**config.mk**
```make
export PLATFORM = sky130hd
export DESIGN_NAME = ssprd_readout
export DESIGN_NICKNAME = d
export VERILOG_FILES = /design/src/include/ssprd_pkg.sv /design/src/verilog/ssprd_fifo.sv /design/src/verilog/ssprd_pair_conv.sv /design/src/verilog/ssprd_readout.sv
export VERILOG_INCLUDE_DIRS = /design/src /design/src/include
export SDC_FILE = /design/constraint.sdc
export NUM_CORES = 1
export LEC_CHECK = 0
export BUFFER_PORTS_ARGS = -buffer_cell sky130_fd_sc_hd__buf_2
export CAP_MARGIN = 20
export CORE_UTILIZATION = 53
export CTS_CLUSTER_SIZE = 20
export DETAILED_ROUTE_END_ITERATION = 8
export HOLD_SLACK_MARGIN = 0.06
export PLACE_DENSITY = 0.7
export SYNTH_ARGS = -nofsm -noshare
export SYNTH_HDL_FRONTEND = slang
export SYNTH_SLANG_ARGS = --single-unit
export TNS_END_PERCENT = 50
```
**constraint.sdc**
```tcl
create_clock -name REF_CLK_I -period 3.7 [get_ports REF_CLK_I]
set_input_delay 0.37 -clock REF_CLK_I [delete_from_list [all_inputs] [get_ports REF_CLK_I]]
set_output_delay 0.37 -clock REF_CLK_I [all_outputs]
set_load 0.01 [all_outputs]
```
**src/include/ssprd_defs.svh**
```systemverilog
// Purpose: Constants of the swept sensor pixel readout.
// Assumes: 25 MHz system clock; pixel clock driven by the host.
// Notes: Definitions only.
`ifndef SSPRD_DEFS_SVH
`define SSPRD_DEFS_SVH

// Array geometry: 280 true columns plus one extra column
`define SSPRD_LAST_COL 9'h118
`define SSPRD_LAST_PAIR 2'h3
`define SSPRD_COL_W 9
`define SSPRD_PAIR_W 2

// Pixel clock pulses spent filling the conversion pipeline
`define SSPRD_FILL_PULSES 3'h4

// Converter widths
`define SSPRD_LEVEL_W 8
`define SSPRD_CODE_W 4

// Output buffer depth
`define SSPRD_FIFO_DEPTH 32

// Quiet window after each pixel clock fall, in ns, and in system cycles
`define SSPRD_CLK_MHZ 25
`define SSPRD_QUIET_NS 100
`define SSPRD_QUIET_CYC ((`SSPRD_QUIET_NS * `SSPRD_CLK_MHZ + 999) / 1000)

`endif

```
**src/include/ssprd_pkg.sv**
```systemverilog
// Purpose: Types of the swept sensor pixel readout.
// Assumes: Nothing beyond the defs header.
// Notes: Used by name, never imported.
package ssprd_pkg;

  // Readout sequencer states, one-hot
  typedef enum logic [2:0] {
    SSPRD_ST_HOLD = 3'h1,
    SSPRD_ST_FILL = 3'h2,
    SSPRD_ST_READ = 3'h4
  } ssprd_state_type;

endpackage : ssprd_pkg

```
**src/verilog/ssprd_fifo.sv**
```systemverilog
// Purpose: Synchronous FIFO between the converters and the output stage.
// Assumes: One clock; flush empties it in one cycle.
// Notes: Full and empty are exact; a write while full is refused.
`timescale 1ns/1ps
`default_nettype none

module ssprd_fifo #(
  parameter int WIDTH = 8,
  parameter int DEPTH = 32
) (
  // Clock and reset
  input wire logic clk_i,
  input wire logic rst_n_i,
  input wire logic flush_i,
  // Fill side
  input wire logic in_valid_i,
  input wire logic [WIDTH-1:0] in_data_i,
  output logic in_ready_o,
  // Drain side
  output logic out_valid_o,
  output logic [WIDTH-1:0] out_data_o,
  input wire logic out_ready_i
);

  localparam int AW = $clog2(DEPTH);

  logic [WIDTH-1:0] mem [DEPTH];
  logic [AW-1:0] wr_ptr_r;
  logic [AW-1:0] rd_ptr_r;
  logic [AW:0] count_r;
  logic do_wr;
  logic do_rd;

  // Handshakes
  assign in_ready_o = (count_r != (AW+1)'(DEPTH));
  assign out_valid_o = (count_r != '0);
  assign do_wr = in_valid_i && in_ready_o;
  assign do_rd = out_valid_o && out_ready_i;
  assign out_data_o = mem[rd_ptr_r];

  // Storage
  always_ff @(posedge clk_i) begin
    if (do_wr) begin
      mem[wr_ptr_r] <= in_data_i;
    end
  end

  // Pointers and fill level
  always_ff @(posedge clk_i) begin
    if (!rst_n_i || flush_i) begin
      wr_ptr_r <= '0;
      rd_ptr_r <= '0;
      count_r <= '0;
    end else begin
      if (do_wr) begin
        wr_ptr_r <= (wr_ptr_r == AW'(DEPTH - 1)) ? '0 : wr_ptr_r + 1'b1;
      end
      if (do_rd) begin
        rd_ptr_r <= (rd_ptr_r == AW'(DEPTH - 1)) ? '0 : rd_ptr_r + 1'b1;
      end
      if (do_wr && !do_rd) begin
        count_r <= count_r + 1'b1;
      end else if (do_rd && !do_wr) begin
        count_r <= count_r - 1'b1;
      end
    end
  end

endmodule : ssprd_fifo

`default_nettype wire

```
**src/verilog/ssprd_pair_conv.sv**
```systemverilog
// Purpose: Two independent converters for the odd and even line levels.
// Assumes: Levels arrive as unsigned codes from the line amplifiers.
// Notes: One cycle latency; both results carry one shared valid.
`timescale 1ns/1ps
`default_nettype none

module ssprd_pair_conv #(
  parameter int LEVEL_W = 8,
  parameter int CODE_W = 4
) (
  // Clock and reset
  input wire logic clk_i,
  input wire logic rst_n_i,
  // Sample request and levels
  input wire logic sample_i,
  input wire logic [LEVEL_W-1:0] odd_level_i,
  input wire logic [LEVEL_W-1:0] even_level_i,
  // Results
  output logic valid_o,
  output logic [CODE_W-1:0] odd_code_o,
  output logic [CODE_W-1:0] even_code_o
);

  // Quantise a level to the converter resolution
  function automatic logic [CODE_W-1:0] quantise(input logic [LEVEL_W-1:0] lvl);
    quantise = lvl[LEVEL_W-1 -: CODE_W];
  endfunction : quantise

  // Result valid strobe
  always_ff @(posedge clk_i) begin
    if (!rst_n_i) begin
      valid_o <= 1'b0;
    end else begin
      valid_o <= sample_i;
    end
  end

  // Both conversions at once
  always_ff @(posedge clk_i) begin
    if (!rst_n_i) begin
      odd_code_o <= '0;
      even_code_o <= '0;
    end else if (sample_i) begin
      odd_code_o <= quantise(odd_level_i);
      even_code_o <= quantise(even_level_i);
    end
  end

endmodule : ssprd_pair_conv

`default_nettype wire

```
**src/verilog/ssprd_readout.sv**
```systemverilog
// Purpose: Digital readout of a swept thermal sensor array, column by column.
// Assumes: Pixel clock, sensor reset and output enable come from the host
//   and are synchronous to REF_CLK_I.
// Notes: Pixel clock falls sample and advance; rises present the next byte.
// Contract
// Select one column at a time out of 280 plus one extra.
// Pick one odd and one even line together per pixel clock.
// Two independent 4-bit converters give one pixel pair per pulse.
// Pack both 4-bit results into one byte per pulse.
// Frames follow one another without reset while clocking continues.
// Host pulses reset high then low, then gives 4 fill pulses.
// Host keeps output enable stable 100 ns after each clock fall.
// Pixel integration restart is independent of the reset input.
// A frame is 281 columns of four bytes, 1124 pulses.
// Clock taken on falling edge, data updated on rising edge.
// Odd pixel on odd nibble bus, even pixel on even nibble bus.
// Enable low drives both buses; high releases both.
// After the extra column's last byte, wrap to the first column.
`include "ssprd_defs.svh"
`timescale 1ns/1ps
`default_nettype none

module ssprd_readout #(
  parameter int FIFO_DEPTH = `SSPRD_FIFO_DEPTH,
  parameter int LEVEL_W = `SSPRD_LEVEL_W
) (
  // System clock and reset
  input wire logic REF_CLK_I,
  input wire logic RESET_N_I,
  // Host control pins
  input wire logic PCLK_I,
  input wire logic SENSOR_RST_I,
  input wire logic OUT_EN_N_I,
  // Array selection
  output logic [`SSPRD_COL_W-1:0] COL_SEL_O,
  output logic [`SSPRD_PAIR_W-1:0] LINE_PAIR_O,
  // Amplified levels of the selected pair
  input wire logic [LEVEL_W-1:0] AMP_ODD_I,
  input wire logic [LEVEL_W-1:0] AMP_EVEN_I,
  // Integration restart of a finished column
  output logic INTEG_RESTART_O,
  output logic [`SSPRD_COL_W-1:0] INTEG_COL_O,
  // Odd nibble bus
  output logic [`SSPRD_CODE_W-1:0] ODD_NIBBLE_OUT_O,
  output logic ODD_NIBBLE_OE_O,
  // Even nibble bus
  output logic [`SSPRD_CODE_W-1:0] EVEN_NIBBLE_OUT_O,
  output logic EVEN_NIBBLE_OE_O,
  // Host timing monitor
  output logic QUIET_VIOL_O
);

  localparam int CW = `SSPRD_CODE_W;
  localparam logic [2:0] QUIET_CYC = 3'(`SSPRD_QUIET_CYC);

  ssprd_pkg::ssprd_state_type state_r;
  logic pclk_r;
  logic pclk_fall;
  logic pclk_rise;
  logic [2:0] fill_cnt_r;
  logic [`SSPRD_COL_W-1:0] col_r;
  logic [`SSPRD_PAIR_W-1:0] pair_r;
  logic sample;
  logic conv_valid;
  logic [CW-1:0] conv_odd;
  logic [CW-1:0] conv_even;
  logic fifo_in_ready;
  logic fifo_out_valid;
  logic [2*CW-1:0] fifo_out_data;
  logic [CW-1:0] odd_r;
  logic [CW-1:0] even_r;
  logic integ_r;
  logic [`SSPRD_COL_W-1:0] integ_col_r;
  logic [2:0] quiet_cnt_r;
  logic oe_n_prev_r;
  logic viol_r;

  // Last byte of a frame sits in the extra column, last line pair
  // frame length end
  function automatic logic last_byte(input logic [`SSPRD_COL_W-1:0] col,
                                     input logic [`SSPRD_PAIR_W-1:0] pair);
    last_byte = (col == `SSPRD_LAST_COL) && (pair == `SSPRD_LAST_PAIR);
  endfunction : last_byte

  // Pixel clock edge detection; reset to the stopped-clock level, so no false rise
  always_ff @(posedge REF_CLK_I) begin
    if (!RESET_N_I) begin
      pclk_r <= 1'b1;
    end else begin
      pclk_r <= PCLK_I;
    end
  end

  // falling edge samples
  assign pclk_fall = pclk_r && !PCLK_I;
  assign pclk_rise = !pclk_r && PCLK_I;

  // Sequencer: hold under sensor reset, fill the pipeline, then read
  always_ff @(posedge REF_CLK_I) begin
    if (!RESET_N_I) begin
      state_r <= ssprd_pkg::SSPRD_ST_HOLD;
      fill_cnt_r <= 3'h0;
    end else if (SENSOR_RST_I) begin
      state_r <= ssprd_pkg::SSPRD_ST_HOLD;
      fill_cnt_r <= 3'h0;
    end else begin
      case (state_r)
        ssprd_pkg::SSPRD_ST_HOLD: begin
          state_r <= ssprd_pkg::SSPRD_ST_FILL;
        end
        // fill pulses
        ssprd_pkg::SSPRD_ST_FILL: begin
          if (pclk_fall) begin
            fill_cnt_r <= fill_cnt_r + 3'h1;
            if (fill_cnt_r == `SSPRD_FILL_PULSES - 3'h1) begin
              state_r <= ssprd_pkg::SSPRD_ST_READ;
            end
          end
        end
        // stay reading
        ssprd_pkg::SSPRD_ST_READ: begin
          state_r <= ssprd_pkg::SSPRD_ST_READ;
        end
        default: begin
          state_r <= ssprd_pkg::SSPRD_ST_HOLD;
        end
      endcase
    end
  end

  // A pair is sampled on each fall while reading and the buffer has room
  assign sample = pclk_fall && (state_r == ssprd_pkg::SSPRD_ST_READ) && fifo_in_ready;

  // Column and line pair counters
  always_ff @(posedge REF_CLK_I) begin
    if (!RESET_N_I || SENSOR_RST_I) begin
      col_r <= '0;
      pair_r <= '0;
    end else if (sample) begin
      // frame wrap
      if (last_byte(col_r, pair_r)) begin
        col_r <= '0;
        pair_r <= '0;
      // next column
      end else if (pair_r == `SSPRD_LAST_PAIR) begin
        col_r <= col_r + 1'b1;
        pair_r <= '0;
      // next line pair
      end else begin
        pair_r <= pair_r + 1'b1;
      end
    end
  end

  // single column select
  assign COL_SEL_O = col_r;
  // odd and even lines chosen together
  assign LINE_PAIR_O = pair_r;

  // paired converters
  ssprd_pair_conv #(
    .LEVEL_W(LEVEL_W),
    .CODE_W(CW)
  ) ssprd_pair_conv_i (
    .clk_i(REF_CLK_I),
    .rst_n_i(RESET_N_I),
    .sample_i(sample),
    .odd_level_i(AMP_ODD_I),
    .even_level_i(AMP_EVEN_I),
    .valid_o(conv_valid),
    .odd_code_o(conv_odd),
    .even_code_o(conv_even)
  );

  // pair packed into one byte word
  ssprd_fifo #(
    .WIDTH(2 * CW),
    .DEPTH(FIFO_DEPTH)
  ) ssprd_fifo_i (
    .clk_i(REF_CLK_I),
    .rst_n_i(RESET_N_I),
    .flush_i(SENSOR_RST_I),
    .in_valid_i(conv_valid),
    .in_data_i({conv_odd, conv_even}),
    .in_ready_o(fifo_in_ready),
    .out_valid_o(fifo_out_valid),
    .out_data_o(fifo_out_data),
    .out_ready_i(pclk_rise)
  );

  // output byte updated on the rising edge
  always_ff @(posedge REF_CLK_I) begin
    if (!RESET_N_I || SENSOR_RST_I) begin
      odd_r <= '0;
      even_r <= '0;
    end else if (pclk_rise && fifo_out_valid) begin
      // nibble split
      odd_r <= fifo_out_data[2*CW-1 -: CW];
      even_r <= fifo_out_data[CW-1:0];
    end
  end

  // drive while enable is low
  assign ODD_NIBBLE_OUT_O = odd_r;
  assign EVEN_NIBBLE_OUT_O = even_r;
  assign ODD_NIBBLE_OE_O = !OUT_EN_N_I;
  assign EVEN_NIBBLE_OE_O = !OUT_EN_N_I;

  // restart after a column's last pair, untouched by sensor reset
  always_ff @(posedge REF_CLK_I) begin
    if (!RESET_N_I) begin
      integ_r <= 1'b0;
      integ_col_r <= '0;
    end else begin
      integ_r <= sample && (pair_r == `SSPRD_LAST_PAIR);
      if (sample && (pair_r == `SSPRD_LAST_PAIR)) begin
        integ_col_r <= col_r;
      end
    end
  end

  assign INTEG_RESTART_O = integ_r;
  assign INTEG_COL_O = integ_col_r;

  // flag enable changes inside the quiet window
  always_ff @(posedge REF_CLK_I) begin
    if (!RESET_N_I) begin
      quiet_cnt_r <= 3'h0;
      oe_n_prev_r <= 1'b1;
      viol_r <= 1'b0;
    end else begin
      oe_n_prev_r <= OUT_EN_N_I;
      viol_r <= (quiet_cnt_r != 3'h0) && (OUT_EN_N_I != oe_n_prev_r);
      if (pclk_fall) begin
        quiet_cnt_r <= QUIET_CYC;
      end else if (quiet_cnt_r != 3'h0) begin
        quiet_cnt_r <= quiet_cnt_r - 3'h1;
      end
    end
  end

  assign QUIET_VIOL_O = viol_r;
endmodule : ssprd_readout

`default_nettype wire

```
## Yosys cells after proc, flatten, opt, wreduce, memory -nomap -nowiden

Memories as Yosys holds them, arrays and structs flattened. A register that Yosys moved wholly into a read port is not among the register bits.
Index checks and enable logic that the tools add are counted.

| operators by class | value |
|---|---|
| $add $sub $neg | 8 |
| eq/ne operators | 12 |
| multiplexer cells | 15 |
| bitwise logic cells | 1 |
| reductions and logical operators | 28 |

Operators with widths:

| kind | number |
|---|---|
| 2-to-1 mux 9 bit | 2 |
| 2-to-1 mux 6 bit | 2 |
| logical AND 1 bit | 11 |
| adder 5 x 1 -> 5 bit, second input constant | 2 |
| equality test 5 bit, second input constant | 2 |
| 2-to-1 mux 5 bit | 2 |
| adder 9 x 1 -> 9 bit, second input constant | 1 |
| equality test 9 bit, second input constant | 1 |
| one-hot mux 3 bit (3 select lines) | 1 |
| 2-to-1 mux 2 bit | 4 |
| adder 6 x 1 -> 6 bit, second input constant | 1 |
| equality test 3 x 2 -> 1 bit, second input constant | 2 |
| zero test 1 bit | 6 |
| 2-to-1 mux 3 bit | 2 |
| inequality test 6 bit, second input constant | 1 |
| AND reduction 2 bit | 3 |
| nonzero test 2 bit | 3 |
| nonzero test 6 bit | 1 |
| subtractor 6 x 1 -> 6 bit, second input constant | 1 |
| inequality test 2 bit, second input constant | 2 |
| OR reduction 2 bit | 2 |
| adder 3 x 1 -> 3 bit, second input constant | 1 |
| equality test 3 x 1 -> 1 bit, second input constant | 1 |
| equality test 3 bit, second input constant | 1 |
| other kinds (8) | 9 |

| storage, ports and cells | value |
|---|---|
| register bits | 58 |
| memory bits (writable) | 256 |
| bits of input ports | 21 |
| output and inout port bits | 32 |
| memories | 1 |

Memory list:

| memory | words | width | read ports | clocked after Yosys merged registers in | write ports | RTL line | source |
|---|---|---|---|---|---|---|---|
| ssprd_fifo_i.mem | 32 | 8 | 1 | 1 | 1 | ssprd_fifo.sv:27 | `logic [WIDTH-1:0] mem [DEPTH];` |

## Depth between registers and ports, before layout

Gate-level depths: netlist of the first run.

| logic depth | value |
|---|---|
| word-level depth | 6 |
| gate-level depth with buffers | 12 |
| mapped depth without buffers | 11 |

## Hierarchy

A second synthesis of the first run with hierarchy kept.

| unflattened totals | value |
|---|---|
| cell total of the unflattened synthesis | 865 |
| area total of the unflattened synthesis | 13334.0 µm² |

Modules (own cells, without submodules):

| module | times used | cells each | area each (µm²) | seq. area each (µm²) |
|---|---|---|---|---|
| ssprd_fifo | 1 | 633 | 11202.0 | 8107.8 |
| ssprd_readout | 1 | 205 | 1803.0 | 820.8 |
| ssprd_pair_conv | 1 | 27 | 329.1 | 180.2 |

## Worst setup path after synthesis of the first run

No wires, ideal clock.

| timing | value |
|---|---|
| kind | reg-to-reg |
| start | reg ssprd_fifo_i.count_r[0] |
| end | reg ssprd_fifo_i.count_r[4] |
| arrival time | 3.074 ns |
| path slack | 0.555 ns |
| cell stages (with the launch flop) | 13 |
| path buffers | 1 |
| cells stage by stage | dfxtp_1 > or4_4 > o311a_4 > clkinv_2 > buf_6 > ha_1 > inv_1 > ha_1 > nor2b_1 > o21a_1 > o21ai_0 > or3b_2 > a21oi_1 |

| between the ends | value |
|---|---|
| longest elaborated chain between the ends | 5 |

Ends and longest elaborated chain:

| item | RTL line | source |
|---|---|---|
| from (decl) | ssprd_fifo.sv:30 | `logic [AW:0] count_r;` |
| from (signal assigned) | ssprd_fifo.sv:62 | `count_r <= count_r + 1'b1;` |
| from (signal assigned) | ssprd_fifo.sv:64 | `count_r <= count_r - 1'b1;` |
| parallel branches: the longest is 5 deep, another holds subtractor 6 x 1 -> 6 bit | n/a |  |

Parallel ways; which one is timed is not known. The select of a mux whose other input is x is not followed.
A chain may end at the register's enable or synchronous reset.

## Worst setup path in the final report of the first run

| timing | value |
|---|---|
| start | reg ssprd_fifo_i.count_r[0] |
| end | reg ssprd_fifo_i.count_r[4] |

| between the ends | value |
|---|---|
| longest elaborated chain between the ends | 5 |

Ends and longest elaborated chain:

| item | RTL line | source |
|---|---|---|
| inequality test 6 bit (*) | ssprd_fifo.sv:35 | `assign in_ready_o = (count_r != (AW+1)'(DEPTH));` |
| logical AND 1 bit (*) | ssprd_fifo.sv:37 | `assign do_wr = in_valid_i && in_ready_o;` |
| via ssprd_fifo_i.do_wr | ssprd_fifo.sv:31 | `logic do_wr;` |
| zero test 1 bit | ssprd_fifo.sv:63 | `end else if (do_rd && !do_wr) begin` |
| logical AND 1 bit | ssprd_fifo.sv:63 |  |
| nonzero test 2 bit (no line) | n/a |  |

Mark *: on every way through the listed nets, which the timed path passes. The rest lies on a longest branch. The select of a mux whose other input is x is not followed.

==> impl_metrics.toml, run 1 <==
[status]
status = "finished clean"

[yosys]
seq_area_frac_synth_pct = 68.0
synth_nets = 866
synthFlopType = "edfxtp_1"
synth-seq-cells = 322
synthArstFlopShare_pct = 0
post_synth_num_cell_types = 65
netlist_instances = 824
syn_area_um2 = 13300
ys_warn_count = 0
avgSynthCellArea_um2 = 16.1
synth_edf_count = 256

[detailed_routing]
wl_per_cell_um = 22.2
dr_total_vias = 7208
drtIter0Drc = 596
via_per_inst = 5.89
final_antenna_net_count = 0
firstDrtPassIters = 5
route.detailed.drc = 0
routed_wl_mm = 27.2

[clock_tree]
cts_resized = 0
cts_buffers = 34
clockBufferDepth = 3
cts-root-buf = "clkbuf_16"
cts_setup_buffers = 0
cts.clk_slew.worst_paths_ns = 0.06
clock_latency_ns = 0.51
cts.sinks = 322
h-tree-depth = 2
cts_tree = "done"
hold_buffers = 0

[timing]
maxSlewHeadroom_pct = 30.5
fin_hold_ws_ns = 0.109
rsz0062_at_grt = "false"
slew_viol_final = 0
fin_worst_skew_ns = 0.0140
max_clock_freq_mhz = 297
fin_crit_sh_pct = 90.9
layout_min_cycle_time_ns = 3.36
finalHoldViolCount = 0
setup_violations = 0
setup_tns_ns = 0
worst_slew_pin_slew_ns = 1.04

[setup_path]
critPathMostFrequentCell = "ha_1"
worstPathArrival_ns = 3.78
critical_path_peak_fanout = 8
cp.required_ns = 4.11
cp_slowest_cell = "or4_4"
path_cells = "or4_4 > o31ai_4 > inv_2 > ha_1 > inv_1 > ha_1 > nor2b_1 > o21a_1 > o21ai_0 > or3b_2 > a21oi_1"
critical_path_class = "flop to flop"
start_kind = "flop"
slowest_delay_ns = 0.59
cp-end-kind = "flop"

[min_path]
hold_path.class = "input pin to flop"

[floorplan]
io_pins = 53
fp.dieH_um = 160
core_area_um2 = 24500
num_rows = 57
initial_core_util_pct = 54.2
dieArea_um2 = 25700
chipWidth_um = 160

[cells_and_area]
synthToLayoutAreaGrowth_pct = 12.6
antenna_cells = 0
final_nets = 920
layout.cells.most_common_list = "edfxtp_1 (256), nor2_1 (70), dfxtp_1 (63), mux4_2 (53), buf_2 (44)"
drive_above_1_share_pct = 22.0
final_common_cell = "edfxtp_1"
fin_cells = 1224

[placed_design]
gp_congestion = 0.841
port_buffers = 44
hpwl_mm = 17.4
placed_cells = 1165

[grt]
antenna_found_initial = 0
grt_usage_pct = 21.7
grt_first_pass_wirelength_mm = 41.8
gr-total-overflow = 0
grt_max_degree = 48
grt_pass1_vias = 7115

[power_and_ir_drop]
ir_drop_mv = 0.387
p_leak_nw = 5.29
cellPowerDensity_nw_per_um2 = 484

[flow_run]
cap_violations = 0
-- synthesized netlist by cell type, types with 7 or more instances --
cell	n	share of area, %
inv_1	17	0.48
mux4_2	53	9.0
nand2_1	41	1.2
o21ai_0	21	0.79
a21oi_1	21	0.79
buf_2	9	0.34
nor3_1	10	0.38
nor2b_1	24	1.1
a22oi_1	10	0.57
nand3_1	25	0.94
edfxtp_1	256	58
ha_1	20	1.9
a211oi_1	9	0.51
buf_4	8	0.45
mux2i_1	32	2.4
and3_1	7	0.33
dfxtp_1	66	10
xor2_1	8	0.53
clkbuf_1	18	0.51
nor2_1	70	2.0
a21boi_2	9	0.76
-- path summary, 6_finish.rpt --
path | from | end | slack [ns] | cells past startpoint
worst min register to register | INTEG_COL_O[0]$_SDFFE_PN0P_ | INTEG_COL_O[0]$_SDFFE_PN0P_ | 0.47 | 2
worst max register to register | ssprd_fifo_i.count_r[0]$_SDFFE_PP0P_ | ssprd_fifo_i.count_r[4]$_SDFFE_PP0P_ | 0.34 | 11
worst max-delay path | ssprd_fifo_i.count_r[0]$_SDFFE_PP0P_ | ssprd_fifo_i.count_r[4]$_SDFFE_PP0P_ | 0.34 | 11
worst min-delay path | OUT_EN_N_I | oe_n_prev_r$_SDFF_PN1_ | 0.11 | 3
-- state kept, by name (all words and copies together) (netlist names) --
| signal | count |
|---|---|
| ssprd_pair_conv_i.valid_o | 1 |
| EVEN_NIBBLE_OUT_O | 4 |
| ssprd_fifo_i.mem | 256 |
| ssprd_fifo_i.wr_ptr_r | 5 |
| ssprd_pair_conv_i.even_code_o | 4 |
| ssprd_pair_conv_i.odd_code_o | 4 |
| pclk_r | 1 |
| oe_n_prev_r | 1 |
| COL_SEL_O | 9 |
| fill_cnt_r | 3 |
| LINE_PAIR_O | 2 |
| INTEG_COL_O | 9 |
| QUIET_VIOL_O | 1 |
| quiet_cnt_r | 3 |
| ssprd_fifo_i.rd_ptr_r | 5 |
| ODD_NIBBLE_OUT_O | 4 |
| state_r | 3 |
| INTEG_RESTART_O | 1 |
| ssprd_fifo_i.count_r | 6 |
-- layout make-up --
type	count	area, µm²
clock inverters	20	186
fillers	1802	9540
clock buffers	38	887
multi-input cells	440	3910
repair buffers	61	448
inverters	19	72.6
flip-flops and latches	322	9010
well taps	324	405
-- critical path: cells and delay by family (launching register included) --
family	cells	cell delay, ns
AO/OA/AOI/OAI	4	0.84
flip-flops	1	0.34
adder cells (fa/ha/maj)	2	0.58
buffers and inverters	2	0.32
AND/OR/NAND/NOR	3	1.20
-- per-layer routing --
metal	vias up	global-route usage [%]	part of all wire, %
li1	3293	-	-
met3	49	3.58	6.0
met4	0	7.97	3.0
met1	3634	29.7	42
met5	-	0	0
met2	232	35.3	49
-- power breakdown --
group / total [mW] / switching (mW) / internal [mW]
clock network: 3.29 / 1.35 / 1.94
registers: 3.87 / 0.00569 / 3.86
logic: 0.0671 / 0.0367 / 0.0304
total: 7.22 / 1.39 / 5.83
-- per-stage QoR --
step | power (mW) | utilization [%] | setup slack [ns] | cell area [µm²]
floorplan | 3.99 | - | 0.555 | 13300
finish | 7.22 | 61.0 | 0.338 | 14900
CTS | 7.27 | 60.9 | 0.370 | 14900
global placement | 4.01 | 56.2 | 0.440 | 13800
global route | 7.42 | 61.0 | 0.128 | 14900
detailed placement | 4.01 | 56.5 | 0.381 | 13800
-- cells by family after synthesis --
family                   share of synthesized area, %
flip-flops                                       68.0
AND/OR/NAND/NOR                                  7.95
AO/OA/AOI/OAI                                    5.60
multiplexers                                     12.9
buffers and inverters                            2.54
adder cells (fa/ha/maj)                          2.04
XOR/XNOR                                        0.982
(Power assumes the default switching activity.)
==> inputs of run 2 (changes only) <==
--- a/config.mk
+++ b/config.mk
@@ -6,6 +6,7 @@
 export SDC_FILE = /design/constraint.sdc
 export NUM_CORES = 1
 export LEC_CHECK = 0
+export ABC_AREA = 1
 export BUFFER_PORTS_ARGS = -buffer_cell sky130_fd_sc_hd__buf_2
 export CAP_MARGIN = 20
 export CORE_UTILIZATION = 53
@@ -15,5 +16,6 @@
 export PLACE_DENSITY = 0.7
 export SYNTH_ARGS = -nofsm -noshare
 export SYNTH_HDL_FRONTEND = slang
+export SYNTH_HIERARCHICAL = 1
 export SYNTH_SLANG_ARGS = --single-unit
 export TNS_END_PERCENT = 50
==> constraint.sdc (replaced) <==
create_clock -name REF_CLK_I -period 3.4 [get_ports REF_CLK_I]
set_input_delay 0.34 -clock REF_CLK_I [delete_from_list [all_inputs] [get_ports REF_CLK_I]]
set_output_delay 0.34 -clock REF_CLK_I [all_outputs]
set_load 0.01 [all_outputs]
==> run 2 against run 1 <==
- die area is 5.1% higher
- fmax grew 23%
- first-iteration DRC count is 44% higher
- wire length increased by 11%
- clock skew rose by 0.0094 ns
- clock power increased by 4%
- sequential cell count rose by 5
- sequential share of layout area decreased by 1.9 points
- power is 7.7% higher
- critical endpoint is now ssprd_fifo_i/count_r[4]$_SDFFE_PP0P_
- synthesized area increased by 5.2%
==> impl_metrics.toml, run 2 <==
[status]
status = "finished clean"

[floorplan]
core_area_um2 = 25900
num_rows = 59
fp.dieH_um = 164
initial_core_util_pct = 53.8
chipWidth_um = 164
dieArea_um2 = 27000
io_pins = 53

[yosys]
netlist_instances = 1347
synth_edf_count = 256
syn_area_um2 = 13900
synth.top_cells.by_count = "nand2_1 (437), edfxtp_1 (256), nand3_1 (228)"
post_synth_num_cell_types = 34
synthFlopType = "edfxtp_1"
ys_warn_count = 6
synthArstFlopShare_pct = 0
synth_nets = 1389
synthMostInstantiatedCell = "nand2_1"
yosys-top-cells-area = "edfxtp_1 (55%), nand2_1 (12%), dfxtp_1 (10%), nand3_1 (8.2%), buf_6 (2.1%)"
avgSynthCellArea_um2 = 10.4
synth.top_cell.area_share_pct = 55.1
seq_area_frac_synth_pct = 65.3
synth_top_area_cell = "edfxtp_1"
synth-seq-cells = 327

[setup_path]
r2r-end = "ssprd_fifo_i/count_r[4]$_SDFFE_PP0P_"
r2r_setup_slack_ns = 0.68
cp.required_ns = 3.78
r2r-start = "ssprd_fifo_i/count_r[0]$_SDFFE_PP0P_"
cp-end-kind = "flop"
start_kind = "flop"
worstPathArrival_ns = 3.11
critical_path_class = "flop to flop"
critical_path_peak_fanout = 10
rr_worst_depth = 11

[timing]
rsz0062_at_grt = "false"
max_clock_freq_mhz = 367
maxSlewHeadroom_pct = 47.0
slew_viol_final = 0
finalHoldViolCount = 0
setup_violations = 0
setup_tns_ns = 0
fin_worst_skew_ns = 0.0234
worst_slew_pin_slew_ns = 0.795
fin_crit_sh_pct = 80.1
layout_setup_ws_ns = 0.676
layout_min_cycle_time_ns = 2.72

[grt]
grt_first_pass_wirelength_mm = 47.0
gr-total-overflow = 0
antenna_found_initial = 0
grt_usage_pct = 22.8
grt_pass1_vias = 9073
grt_max_degree = 95

[cells_and_area]
drive_above_1_share_pct = 11.5
layout.cells.most_common_list = "nand2_1 (437), edfxtp_1 (256), nand3_1 (228), dfxtp_1 (69), inv_1 (65)"
post-route-util_pct = 60.1
final_common_cell = "nand2_1"
final_nets = 1457
fin_cells = 1772
antenna_cells = 0
top_register = "ssprd_fifo_i/mem"
synthToLayoutAreaGrowth_pct = 11.6
fillers = 2096
seq_area_um2 = 9110
largest_reg_flops = 256
multi_input_area_um2 = 4080

[power_and_ir_drop]
ir_drop_mv = 0.324
cellPowerDensity_nw_per_um2 = 499
power_mw = 7.77
p_int_mw = 6.27
p_leak_nw = 6.41
p_sw_mw = 1.51
comb_power_share_pct = 1.1
pwr-share-seq_pct = 54.9
p_clk_share_pct = 44.1
switching_share_pct = 19.4

[detailed_routing]
firstDrtPassIters = 5
final_antenna_net_count = 0
dr_total_vias = 9554
routed_wl_mm = 30.2
route.detailed.drc = 0
drtIter0Drc = 856
via_per_inst = 5.39
wl_per_cell_um = 17.1

[min_path]
holdPathEnd = "ssprd_pair_conv_i/even_code_o[2]$_SDFFE_PN0P_"
holdPathStages = 5
hold_path.class = "input pin to flop"
worstHoldStart = "AMP_EVEN_I[6]"

[placed_design]
port_buffers = 44
placed_cells = 1700
dp_slack_ns = 0.728
hpwl_mm = 18.1
gp_congestion = 0.877

[clock_tree]
cts.clk_slew.worst_paths_ns = 0.06
clock_latency_ns = 0.51
h-tree-depth = 2
cts_buffers = 35
clockBufferDepth = 3
cts_tree = "done"
cts-root-buf = "clkbuf_16"
cts.sinks = 327
cts_setup_buffers = 0

[flow_run]
cap_violations = 0
-- run 2: changes by cell type in the layout (fill, tap and decap cells not counted), sizes merged, moves of 11 or more --
cell,delta
nor3,+26
buf,+27
a21boi,-11
nand3,+204
mux2i,-32
mux4,-59
nor2b,-24
inv,+49
nand2,+401
-- run 2: cell type report --
type | instances | area share (%)
Multi-Input combinational cell | 882 | 26.2
Inverter | 74 | 1.79
Timing Repair Buffer | 95 | 4.24
Sequential cell | 327 | 58.5
Tap cell | 335 | 2.69
Clock inverter | 17 | 0.667
Clock buffer | 42 | 5.86
-- run 2: logic make-up after synthesis --
family          share of synthesized area [%]
fa+ha+maj                                1.94
xor+xnor                                0.628
flops                                    65.3
buf+inv                                  5.44
compound gates                           2.35
simple gates                             24.3
-- run 2: how the worst max path moves through the flow --
stage	start	end	cells after the start
floorplan	ssprd_fifo_i/count_r[0]$_SDFFE_PP0P_	ssprd_fifo_i/count_r[4]$_SDFFE_PP0P_	12
CTS	ssprd_fifo_i/count_r[0]$_SDFFE_PP0P_	ssprd_fifo_i/count_r[4]$_SDFFE_PP0P_	11
finish	ssprd_fifo_i/count_r[0]$_SDFFE_PP0P_	ssprd_fifo_i/count_r[4]$_SDFFE_PP0P_	11
global placement	ssprd_fifo_i/count_r[0]$_SDFFE_PP0P_	ssprd_fifo_i/count_r[4]$_SDFFE_PP0P_	11
global route	ssprd_fifo_i/count_r[1]$_SDFFE_PP0P_	ssprd_fifo_i/count_r[4]$_SDFFE_PP0P_	11
detailed placement	ssprd_fifo_i/count_r[0]$_SDFFE_PP0P_	ssprd_fifo_i/count_r[4]$_SDFFE_PP0P_	11
-- run 2: through the flow --
| stage | hold WS (ns) | cell area, µm² |
|---|---|---|
| global route | 0.130 | 15600 |
| CTS | 0.111 | 15500 |
| global placement | 0.437 | 14400 |
| finish | 0.128 | 15600 |
| detailed placement | 0.449 | 14500 |
| floorplan | 0.421 | 13900 |
-- run 2: worst max-delay path: stages, from the launching register on --
cell     delay, ns
dfxtp_1       0.34
nor2_1        0.17
nand4_1       0.44
nand2_2       0.28
ha_1          0.26
inv_1         0.14
ha_1          0.35
a21oi_1       0.16
o21ai_0       0.11
xor2_1        0.15
o21ai_0       0.15
inv_1         0.06
-- run 2: metal layers --
metal	track usage [%]	wire, µm	vias up
met4	8.75	806	0
met1	29.5	12800	4513
li1	-	-	4697
met2	39.1	15000	279
met5	0	0	-
met3	3.06	1620	65
-- run 2: power by group through the flow --
stage,logic (mW),registers [mW],clock network (mW)
after detailed placement,0.0814,4.35,0
after floorplan,0.0552,4.35,0
after global routing,0.0944,4.26,3.64
after CTS,0.0837,4.26,3.49
final,0.0835,4.26,3.43
after global placement,0.0778,4.35,0
-- run 2: repair_timing --
action	4_1_cts	5_1_grt
hold endpoints to repair	2	0
gates resized for setup	0	0
hold buffers	2	0
==> inputs of run 3 (changes only) <==
==> constraint.sdc (replaced) <==
create_clock -name REF_CLK_I -period 2.7 [get_ports REF_CLK_I]
set_input_delay 0.27 -clock REF_CLK_I [delete_from_list [all_inputs] [get_ports REF_CLK_I]]
set_output_delay 0.27 -clock REF_CLK_I [all_outputs]
set_load 0.01 [all_outputs]
==> run 3 against run 2 <==
- critical path depth rose by 1
- utilization up 0.50 points
- power rose by 28%
- clock skew fell by 0.0070 ns
- via count up 0.75%
- final cell count increased by 0.73%
- count of clock-buffer cells in the layout shrank 1
- critical path type unchanged
- critical endpoint unchanged
- highest routed layer unchanged
==> impl_metrics.toml, run 3 (synthesis gave the netlist of run 2 again) <==
[grt]
grt_usage_pct = 23.8
grt_first_pass_wirelength_mm = 48.9
grt_max_degree = 129
gr-total-overflow = 0
grt_pass1_vias = 9116
antenna_found_initial = 0

[detailed_routing]
dr_total_vias = 9626
route.detailed.drc = 0
routed_wl_mm = 31.1
via_per_inst = 5.39
final_antenna_net_count = 0
firstDrtPassIters = 4
drtIter0Drc = 910
wl_per_cell_um = 17.4

[setup_path]
worstPathArrival_ns = 2.79
rr_worst_depth = 12
start_kind = "flop"
r2r-start = "ssprd_fifo_i/count_r[0]$_SDFFE_PP0P_"
cp-end-kind = "flop"
critical_path_class = "flop to flop"
cp.required_ns = 3.10
critical_path_peak_fanout = 5
r2r-end = "ssprd_fifo_i/count_r[4]$_SDFFE_PP0P_"
r2r_setup_slack_ns = 0.31

[clock_tree]
cts_setup_buffers = 0
cts_resized = 0
cts_buffers = 35
clock_latency_ns = 0.52
h-tree-depth = 2
cts.clk_slew.worst_paths_ns = 0.06
hold_buffers = 7
clockBufferDepth = 3
cts-root-buf = "clkbuf_16"
cts_tree = "done"
cts.sinks = 327

[cells_and_area]
seq_area_um2 = 9110
synthToLayoutAreaGrowth_pct = 12.6
layout.cells.most_common_list = "nand2_1 (437), edfxtp_1 (256), nand3_1 (228), dfxtp_1 (69), inv_1 (65)"
final_common_cell = "nand2_1"
antenna_cells = 0
fillers = 2104
final_area_um2 = 15700
multi_input_area_um2 = 4080
post-route-util_pct = 60.6
largest_reg_flops = 256
drive_above_1_share_pct = 12.1
final_nets = 1467
top_register = "ssprd_fifo_i/mem"
fin_cells = 1785

[power_and_ir_drop]
pwr-share-seq_pct = 53.9
p_int_mw = 7.99
p_sw_mw = 1.96
cellPowerDensity_nw_per_um2 = 634
comb_power_share_pct = 1.1
p_leak_nw = 6.52
p_clk_share_pct = 44.9
switching_share_pct = 19.7
ir_drop_mv = 0.420

[timing]
finalHoldViolCount = 0
fin_worst_skew_ns = 0.0164
layout_min_cycle_time_ns = 2.39
setup_violations = 0
rsz0062_at_grt = "false"
setup_tns_ns = 0
fin_crit_sh_pct = 88.6
worst_slew_pin_slew_ns = 0.826
max_clock_freq_mhz = 418
maxSlewHeadroom_pct = 44.9
slew_viol_final = 0

[status]
status = "finished clean"

[min_path]
holdPathStages = 5
hold_path.class = "input pin to flop"
worstHoldStart = "AMP_ODD_I[5]"
holdPathEnd = "ssprd_pair_conv_i/odd_code_o[1]$_SDFFE_PN0P_"

[placed_design]
placed_area_um2 = 14600
gp_congestion = 0.856
port_buffers = 44
placed_cells = 1716
hpwl_mm = 18.5

[floorplan]
dieArea_um2 = 27000
io_pins = 53
core_area_um2 = 25900
initial_core_util_pct = 53.8
num_rows = 59
chipWidth_um = 164
fp.dieH_um = 164

[flow_run]
cap_violations = 0
run 3: cell types whose count changed in the layout (fill, tap and decap cells not counted), sizes merged:
cell	delta
clkbuf	-6
dlygate4sd3	+5
buf	+10
clkinv	+4
run 3: cell type report:
class / count / share of cell area (%)
clock buffer: 41 / 5.99
multi-input combinational: 882 / 26.0
sequential: 327 / 58.1
tap: 335 / 2.67
clock inverter: 21 / 0.853
inverter: 74 / 1.78
timing repair buffer: 105 / 4.67
run 3: per-layer routing:
| layer | part of all wire [%] | GRT usage, % | wire length, µm |
|---|---|---|---|
| met5 | 0 | 0 | 0 |
| met4 | 3.4 | 9.39 | 1070 |
| met3 | 5.1 | 3.31 | 1590 |
| met2 | 48 | 38.8 | 15100 |
| met1 | 43 | 32.2 | 13400 |
run 3: worst max path at each step:
| stage | cells after the start | end | startpoint | slack [ns] |
|---|---|---|---|---|
| 3_5_place_dp | 12 | ssprd_fifo_i/count_r[4]$_SDFFE_PP0P_ | ssprd_fifo_i/count_r[0]$_SDFFE_PP0P_ | 0.33 |
| 2_1_floorplan | 12 | ssprd_fifo_i/count_r[4]$_SDFFE_PP0P_ | ssprd_fifo_i/count_r[0]$_SDFFE_PP0P_ | 0.61 |
| 3_3_place_gp | 12 | ssprd_fifo_i/count_r[4]$_SDFFE_PP0P_ | ssprd_fifo_i/count_r[0]$_SDFFE_PP0P_ | 0.37 |
| 5_1_grt | 12 | ssprd_fifo_i/count_r[4]$_SDFFE_PP0P_ | ssprd_fifo_i/count_r[0]$_SDFFE_PP0P_ | 0.10 |
| 4_1_cts | 12 | ssprd_fifo_i/count_r[4]$_SDFFE_PP0P_ | ssprd_fifo_i/count_r[0]$_SDFFE_PP0P_ | 0.32 |
| 6_report | 12 | ssprd_fifo_i/count_r[4]$_SDFFE_PP0P_ | ssprd_fifo_i/count_r[0]$_SDFFE_PP0P_ | 0.31 |
run 3: per-stage QoR:
stage | hold WS, ns | power [mW] | setup WS, ns
final | 0.0691 | 9.95 | 0.307
after detailed placement | 0.453 | 5.58 | 0.330
after floorplan | 0.368 | 5.55 | 0.611
after CTS | 0.0654 | 10.0 | 0.320
after global routing | 0.0767 | 10.2 | 0.104
after global placement | 0.438 | 5.58 | 0.373
run 3: worst max-delay path, stage by stage, from the launching register on:
cell     delay [ns]
dfxtp_1        0.34
nor2_1         0.17
nand4_1        0.17
nand2_1        0.11
inv_1          0.11
ha_1           0.28
inv_1          0.18
ha_1           0.30
a21oi_1        0.14
o21ai_0        0.11
xor2_1         0.15
o21ai_0        0.17
inv_1          0.06
run 3: power by group through the flow:
stage	sequential, mW	clock [mW]	combinational (mW)
after global placement	5.48	0	0.101
after detailed placement	5.48	0	0.104
final	5.37	4.47	0.112
after CTS	5.37	4.54	0.112
after global routing	5.37	4.75	0.126
after floorplan	5.48	0	0.0695
